--- src/uart_window_pkg.sv ---
package uart_window_pkg;
    localparam logic [2:0] OFS_HOLD = 3'h0;
    localparam logic [2:0] OFS_IEN = 3'h1;
    localparam logic [2:0] OFS_FIFO = 3'h2;
    localparam logic [2:0] OFS_LFC = 3'h3;
    localparam logic [2:0] OFS_MLC = 3'h4;
    localparam logic [2:0] OFS_LST = 3'h5;
    localparam logic [2:0] OFS_MST = 3'h6;
    localparam logic [2:0] OFS_SCR = 3'h7;
    localparam logic [2:0] OFS_IDXWIN = 3'h5;
    localparam logic [7:0] ENH_KEY = 8'hbf;
    localparam int DLAB_BIT = 7;
    localparam int SET950_BIT = 7;
    localparam int IDXRD_BIT = 6;
    localparam logic [7:0] IDX_SETUP = 8'h00;
    localparam logic [7:0] RST_BYTE = 8'h00;
    localparam logic [7:0] RST_LFC = 8'h03;
    localparam int IDX_DEPTH = 16;
    typedef enum logic [4:0] {
        SEL_BASE = 5'b00001,
        SEL_DIV = 5'b00010,
        SEL_650 = 5'b00100,
        SEL_950 = 5'b01000,
        SEL_IDX = 5'b10000
    } sel_t;
endpackage

--- src/uart_icr_bank.sv ---
`timescale 1ns/10ps
`default_nettype none
module uart_indexed_bank (
    // Clock and reset
    input wire logic clk,
    input wire logic rstn,
    // Access
    input wire logic [7:0] idx,
    input wire logic wr,
    input wire logic [7:0] wdata,
    output logic [7:0] rdata,
    output logic [7:0] setup_byte
);
    import uart_window_pkg::*;
    logic [7:0] mem_q [IDX_DEPTH];
    always_ff @(posedge clk or negedge rstn) begin
        if (!rstn) begin
            for (int i = 0; i < IDX_DEPTH; i++) mem_q[i] <= RST_BYTE;
        end else if (wr && idx < 8'(IDX_DEPTH)) begin
            mem_q[idx[3:0]] <= wdata;
        end
    end
    assign rdata = (idx < 8'(IDX_DEPTH)) ? mem_q[idx[3:0]] : RST_BYTE;
    assign setup_byte = mem_q[IDX_SETUP[3:0]];
endmodule // uart_indexed_bank
`default_nettype wire

--- src/uart_register_window_decode.sv ---
`timescale 1ns/10ps
`default_nettype none
module uart_register_window_decode (
    // Clock and reset
    input wire logic clk,
    input wire logic rstn,
    // Host byte bus
    input wire logic [2:0] addr,
    input wire logic cs,
    input wire logic wr_stb,
    input wire logic rd_stb,
    input wire logic [7:0] wdata,
    output logic [7:0] rdata,
    // Transmit and receive paths
    output logic tx_push,
    output logic [7:0] tx_data,
    output logic tx_bit9,
    output logic rx_pop,
    input wire logic [7:0] rx_data,
    input wire logic nine_bit_mode,
    // Status inputs and 650/950 set
    input wire logic [7:0] int_source,
    input wire logic [7:0] line_state,
    input wire logic [7:0] modem_line_state,
    input wire logic [7:0] ext_rdata,
    output logic ext_wr,
    output logic ext_rd,
    output uart_window_pkg::sel_t ext_set,
    // Control state
    output logic [15:0] baud_divisor,
    output logic [7:0] line_format_control,
    output logic [7:0] int_enable_mask,
    output logic [7:0] fifo_setup,
    output logic [7:0] modem_line_control,
    output logic [7:0] additional_setup_reg
);
    import uart_window_pkg::*;

    // ==========================================
    // Decode
    logic [7:0] lfc_q, ien_q, fifo_q, mlc_q, scr_q, div_lo_q, div_hi_q;
    logic key_q;
    logic [7:0] idx_rdata;
    logic idx_wr;
    logic wr, rd;
    sel_t sel;

    function automatic sel_t decode(input logic [2:0] a, input logic dlab, input logic key,
                                    input logic [7:0] setup, input logic is_rd);
        sel_t s;
        s = SEL_BASE;
        if (key && !(a == OFS_HOLD || a == OFS_LFC)) s = SEL_650;
        else if (dlab && (a == OFS_HOLD || a == OFS_IEN)) s = SEL_DIV;
        else if (!key && a == OFS_IDXWIN && (setup[IDXRD_BIT] || !is_rd)) s = SEL_IDX;
        // Offset 0 stays with the holding registers so transmit keeps working
        else if (!key && setup[SET950_BIT] && a != OFS_HOLD && a != OFS_LFC && a != OFS_SCR && !dlab) begin
            s = SEL_950;
        end
        return s;
    endfunction

    assign wr = cs && wr_stb;
    assign rd = cs && rd_stb;
    assign sel = decode(addr, lfc_q[DLAB_BIT], key_q, additional_setup_reg, rd);

    // ==========================================
    // Line format and 650 key
    always_ff @(posedge clk or negedge rstn) begin
        if (!rstn) begin
            lfc_q <= RST_LFC;
            key_q <= 1'b0;
        end else if (wr && addr == OFS_LFC) begin
            if (wdata == ENH_KEY) begin
                lfc_q <= {1'b1, lfc_q[6:0]};
                key_q <= 1'b1;
            end else begin
                lfc_q <= wdata;
                key_q <= 1'b0;
            end
        end
    end

    // ==========================================
    // Base and divisor registers
    always_ff @(posedge clk or negedge rstn) begin
        if (!rstn) begin
            div_lo_q <= RST_BYTE;
            div_hi_q <= RST_BYTE;
            ien_q <= RST_BYTE;
            fifo_q <= RST_BYTE;
            mlc_q <= RST_BYTE;
            scr_q <= RST_BYTE;
        end else if (wr) begin
            if (sel == SEL_DIV && addr == OFS_HOLD) div_lo_q <= wdata;
            if (sel == SEL_DIV && addr == OFS_IEN) div_hi_q <= wdata;
            if (sel == SEL_BASE && addr == OFS_IEN) ien_q <= wdata;
            if (sel == SEL_BASE && addr == OFS_FIFO) fifo_q <= wdata;
            if (sel == SEL_BASE && addr == OFS_MLC) mlc_q <= wdata;
            if (sel == SEL_BASE && addr == OFS_SCR) scr_q <= wdata;
        end
    end

    // ==========================================
    // Transmit path
    always_ff @(posedge clk or negedge rstn) begin
        if (!rstn) begin
            tx_push <= 1'b0;
            tx_data <= RST_BYTE;
        end else begin
            tx_push <= wr && sel == SEL_BASE && addr == OFS_HOLD;
            if (wr && sel == SEL_BASE && addr == OFS_HOLD) tx_data <= wdata;
        end
    end
    assign tx_bit9 = nine_bit_mode & scr_q[0];
    assign rx_pop = rd && sel == SEL_BASE && addr == OFS_HOLD;

    // ==========================================
    // Indexed control set
    assign idx_wr = wr && sel == SEL_IDX;
    uart_indexed_bank u_idx (
        .clk(clk),
        .rstn(rstn),
        .idx(scr_q),
        .wr(idx_wr),
        .wdata(wdata),
        .rdata(idx_rdata),
        .setup_byte(additional_setup_reg)
    );

    assign ext_wr = wr && (sel == SEL_650 || sel == SEL_950);
    assign ext_rd = rd && (sel == SEL_650 || sel == SEL_950);
    assign ext_set = sel;

    // ==========================================
    // Read data
    always_ff @(posedge clk or negedge rstn) begin
        if (!rstn) begin
            rdata <= RST_BYTE;
        end else if (rd) begin
            unique case (sel)
                SEL_DIV: rdata <= (addr == OFS_HOLD) ? div_lo_q : div_hi_q;
                SEL_650, SEL_950: rdata <= ext_rdata;
                SEL_IDX: rdata <= idx_rdata;
                SEL_BASE: begin
                    unique case (addr)
                        OFS_HOLD: rdata <= rx_data;
                        OFS_IEN: rdata <= ien_q;
                        OFS_FIFO: rdata <= int_source;
                        OFS_LFC: rdata <= lfc_q;
                        OFS_MLC: rdata <= mlc_q;
                        OFS_LST: rdata <= line_state;
                        OFS_MST: rdata <= modem_line_state;
                        OFS_SCR: rdata <= scr_q;
                    endcase
                end
                default: rdata <= RST_BYTE;
            endcase
        end
    end

    assign baud_divisor = {div_hi_q, div_lo_q};
    assign line_format_control = lfc_q;
    assign int_enable_mask = ien_q;
    assign fifo_setup = fifo_q;
    assign modem_line_control = mlc_q;

    // ==========================================
    // Checks
    a_key_keeps_low: assert property (@(posedge clk) disable iff (!rstn)
        (wr && addr == OFS_LFC && wdata == ENH_KEY) |=> (lfc_q == {1'b1, $past(lfc_q[6:0])}))
        else $error("key write changed format bits");
    a_key_sets: assert property (@(posedge clk) disable iff (!rstn)
        (wr && addr == OFS_LFC) |=> (key_q == ($past(wdata) == ENH_KEY)))
        else $error("650 key tracking wrong");
    a_div_low: assert property (@(posedge clk) disable iff (!rstn)
        (wr && lfc_q[DLAB_BIT] && !key_q && addr == OFS_HOLD) |=> (baud_divisor[7:0] == $past(wdata)))
        else $error("divisor low not written");
    a_div_no_tx: assert property (@(posedge clk) disable iff (!rstn)
        (wr && lfc_q[DLAB_BIT] && addr == OFS_HOLD) |=> !tx_push)
        else $error("transmit pushed under divisor access");
    a_tx_push: assert property (@(posedge clk) disable iff (!rstn)
        (wr && !lfc_q[DLAB_BIT] && !key_q && addr == OFS_HOLD) |=> (tx_push && tx_data == $past(wdata)))
        else $error("transmit character lost");
    a_scr_store: assert property (@(posedge clk) disable iff (!rstn)
        (wr && !key_q && addr == OFS_SCR) |=> (scr_q == $past(wdata)))
        else $error("scratch not stored");
    a_bit9: assert property (@(posedge clk) disable iff (!rstn)
        nine_bit_mode |-> (tx_bit9 == scr_q[0]))
        else $error("ninth bit wrong");
    a_no950_key: assert property (@(posedge clk) disable iff (!rstn)
        key_q |-> (sel != SEL_950))
        else $error("950 set reached after key");
    a_950_map: assert property (@(posedge clk) disable iff (!rstn)
        (!key_q && !lfc_q[DLAB_BIT] && additional_setup_reg[SET950_BIT] && addr == OFS_IEN) |-> (sel == SEL_950))
        else $error("950 set not mapped");
    a_idx_read: assert property (@(posedge clk) disable iff (!rstn)
        (rd && !key_q && addr == OFS_IDXWIN && additional_setup_reg[IDXRD_BIT]) |=> (rdata == $past(idx_rdata)))
        else $error("indexed read wrong");
endmodule // uart_register_window_decode
`default_nettype wire

--- config.mk ---
export PLATFORM = sky130hd
export DESIGN_NAME = uart_register_window_decode
export DESIGN_NICKNAME = d
export VERILOG_FILES = /design/src/uart_window_pkg.sv /design/src/uart_icr_bank.sv /design/src/uart_register_window_decode.sv
export SDC_FILE = /design/constraint.sdc
export NUM_CORES = 1
export LEC_CHECK = 0
export BUFFER_PORTS_ARGS = -buffer_cell sky130_fd_sc_hd__buf_2
export CAP_MARGIN = 20
export CORE_MARGIN = 3
export CORE_UTILIZATION = 27
export CTS_BUF_LIST = sky130_fd_sc_hd__clkbuf_8
export DETAILED_ROUTE_END_ITERATION = 12
export PLACE_DENSITY_LB_ADDON = 0.05
export SLEW_MARGIN = 20
export SYNTH_ARGS = -nofsm -noshare
export SYNTH_HDL_FRONTEND = slang
export SYNTH_SLANG_ARGS = --single-unit
--- constraint.sdc ---
create_clock -name clk -period 6.3 [get_ports clk]
set_clock_uncertainty 0.05 [all_clocks]
set_input_delay 0.315 -clock clk [delete_from_list [all_inputs] [get_ports clk]]
set_output_delay 0.315 -clock clk [all_outputs]
set_load 0.05 [all_outputs]
==> flow_summary_export.csv <==
group,metric,value,unit
yosys,syn-num-nets,764,
detailed_routing,avgViaCountPerCell,5.00,
worst_setup_path,max_stage_delay,0.71,ns
clock_network,hold_buffers,3,
yosys,synth_area,9660,um2
final_layout,nFillCells,3488,
yosys,synth_edf_count,0,
worst_setup_path,path_cells,"and3b_1 > nor2_1 > nor3_1 > and2_1 > buf_2",
timing,max_freq,0.317,GHz
timing,hold_viol,0,
power,switchingPower,1360,uW
worst_setup_path,critPathKind,"reg -> out",
final_layout,final_net_count,897,
detailed_routing,ant_nets,0,
timing,maxSlewHeadroom,0.394,
run_status,status,"complete, no violations",
clock_network,clockBufferDepth,3,
die,die_area,38100,um2
place,port_buffers,138,
timing,post-route-min-period,3.15,ns
detailed_routing,first_iter_violations,330,
die,rows,68,
global_route,grt_overflow,0,
global_route,grt_usage,0.163,
power,pwr-share-clk,0.343,
worst_setup_path,crit_slowest_cell,"nor3_1",
power,p_comb_frac,0.245,
clock_network,clock-sinks,202,
clock_network,clkTransAtPathRegs,0.05,ns
place,pre_cts_slack,2.99,ns
final_layout,layout-drive-gt1-share,0.502,
yosys,synth_area_leaders,"dfrtp_1 (52%), mux2_2 (22%), mux4_2 (8.2%)",
timing,maxSlewViolCount,0,
yosys,ys_ff_latch,202,
power,power_density,329,nW/um2
detailed_routing,num_vias,6634,
worst_setup_path,timing.rr.start,"scr_q[6]$_DFFE_PN0P_",
die,core_area,34900,um2
job,drv_cap,0,
yosys,ys_seq_area_frac,0.524,
worst_setup_path,rrSetupSlack,3.25,ns
clock_network,post_cts_resized,0,
yosys,yosys.area.top_type,"dfrtp_1",
worst_setup_path,endpoint_kind,"primary output",
worst_setup_path,cp_top_family,"simple AND/OR/NAND/NOR gates",
die,ioPinCount,139,
clock_network,numCtsBuffers,40,
detailed_routing,wl_per_cell,23.7,um
detailed_routing,routed_wl,31500,um
yosys,synthCells,707,
detailed_routing,drt_first_pass_iters,7,
worst_setup_path,cp-startpoint,"u_idx.setup_byte[6]$_DFFE_PN0P_",
timing,max_slew.worst_pin.slew,0.902,ns
die,die_w,195,um
worst_setup_path,path_buf_inv,1,
power,max-vdd-ir-drop,0.000139,V
timing,setup_viol,0,
yosys,synth.top_cell.area_share,0.518,
detailed_routing,drc,0,
timing,rsz0062_at_grt,"no",
hold_path,hp-class,"in -> reg",
yosys,synth.distinct_cells,54,
power,p_leak,0.00552,uW
yosys,synth_ff_type,"dfrtp_1",
worst_setup_path,arrival,2.79,ns
die,die_h,195,um
timing,setup_ws,3.15,ns
timing,fin_tns_setup,0,ns
worst_setup_path,start_kind,"flop",
clock_network,post_cts_buffers,0,
power,p_seq_frac,0.412,
die,start_util,0.277,
clock_network,root_buffer,"clkbuf_8",
global_route,grt_pass1_vias,6958,
power,internal-power,2430,uW
yosys,syn_area_per_cell,13.7,um2
global_route,antenna_found_initial,0,
place,dp_hpwl,20800,um
clock_network,clk_latency,0.54,ns
yosys,yosysWarnings,0,
worst_setup_path,crit_fanout,7,
timing,min_period_over_period,0.500,
clock_network,cts_tree,"done",
clock_network,htreeDepth,2,
worst_setup_path,crit_required,5.93,ns
yosys,synthArstFlopShare,1.00,
power,p_sw_frac,0.360,
global_route,grt_max_degree,107,
place,gp_congestion,0.866,
hold_path,min_from,"ext_rdata[4]",
final_layout,synthToLayoutAreaGrowth,19.4,%
global_route,grt_pass1_wl,47100,um
## tightest hold or removal path: cells and delay by family
family,cells,cell delay [ns]
buffers and inverters,1,0.08
AO/OA/AOI/OAI,2,0.21
## state kept, by name, indices dropped and copies added (netlist names)
register             cells
modem_line_control       8
u_idx.setup_byte         8
rdata                    8
tx_data                  8
scr_q                    8
line_format_control      8
div_lo_q                 8
tx_push                  1
u_idx.mem_q            120
div_hi_q                 8
fifo_setup               8
key_q                    1
int_enable_mask          8
## worst paths after layout
| path | to | cells past startpoint |
|---|---|---|
| worst max register to register | u_idx.setup_byte[1]$_DFFE_PN0P_ | 5 |
| min in group asynchronous | div_hi_q[7]$_DFFE_PN0P_ | 2 |
| worst min-delay path | rdata[4]$_DFFE_PN0N_ | 3 |
| max in group asynchronous | scr_q[0]$_DFFE_PN0P_ | 3 |
| worst max-delay path | ext_rd | 5 |
| worst min register to register | line_format_control[0]$_DFFE_PN1P_ | 2 |
## metal layers
metal,vias to the layer above,GRT usage,wire (um)
met5,-,0,0
met4,0,0.0470,674
met3,46,0.0383,1860
met2,199,0.254,14300
met1,3473,0.227,14600
li1,2916,-,-
## synthesized netlist by cell type (6+ instances only)
| master | instances |
|---|---|
| o22ai_1 | 7 |
| nor3_1 | 6 |
| mux2_2 | 187 |
| mux4_2 | 35 |
| a22oi_1 | 16 |
| nor2_1 | 26 |
| a21oi_1 | 25 |
| nand2b_1 | 9 |
| mux2i_1 | 13 |
| and3_1 | 7 |
| buf_4 | 9 |
| dfrtp_1 | 200 |
| nor2b_1 | 6 |
| inv_1 | 6 |
| buf_1 | 12 |
| nand2_1 | 25 |
| clkbuf_1 | 27 |
| nand3_1 | 12 |
| a31oi_1 | 6 |
| buf_2 | 7 |
## cells by family (layout without fill, tap and decap cells)
logic type	count (synthesis)	after routing	share of synthesized area
simple gates	124	124	0.0743
buf+inv	63	225	0.0297
other cells	0	2	0
compound gates	81	81	0.0568
flops	202	202	0.524
mux	237	237	0.316
## power by group through the flow
stage	clock network (uW)	registers (uW)	logic [uW]
floorplan	0	1810	407
global route	1420	1580	977
finish	1300	1560	928
detailed placement	0	1590	935
global placement	0	1580	930
CTS	1360	1560	938
## placed cells by master (no fill, tap or decap), drive strengths merged, types with 4 or more instances in the layout
master  synthesis  layout
clkbuf         27      49
o22ai           7       7
nand2b          9       9
mux2          189     189
o21ai           6       6
a21oi          26      26
nand3          12      12
dfrtp         200     200
a221oi          5       5
a22oi          16      16
nor2b           6       6
mux2i          13      13
nand4           4       4
and2            4       4
a31oi           6       6
buf            29     143
nand2          25      25
nor3            9       9
and3            7       7
a211o           5       5
nor2           29      29
mux4           35      35
inv             7      26
## layout make-up
type                       instances  area, um2  share of cell area
inverter                           7       26.3             0.00228
timing repair buffer             147        774              0.0672
multi-input combinational        442       4310               0.374
clock inverter                    23        121              0.0105
clock buffer                      48        661              0.0573
tap                              455        569              0.0494
sequential                       202       5060               0.439
antenna                            2       5.00            0.000434
## through the flow
| step | util | instances | hold slack (ns) | power (uW) | cell area, um2 |
|---|---|---|---|---|---|
| 4_1_cts | 0.330 | 1324 | 0.0169 | 3860 | 11500 |
| 3_5_place_dp | 0.307 | 1250 | 0.425 | 2520 | 10700 |
| 6_report | 0.330 | 1326 | 0.0630 | 3790 | 11500 |
| 3_3_place_gp | 0.307 | 1250 | 0.421 | 2510 | 10700 |
| 5_1_grt | 0.330 | 1324 | 0.0363 | 3970 | 11500 |
| 2_1_floorplan | - | 707 | -0.0306 | 2210 | 9660 |
Note: power is estimated with default switching activity, not from simulation.
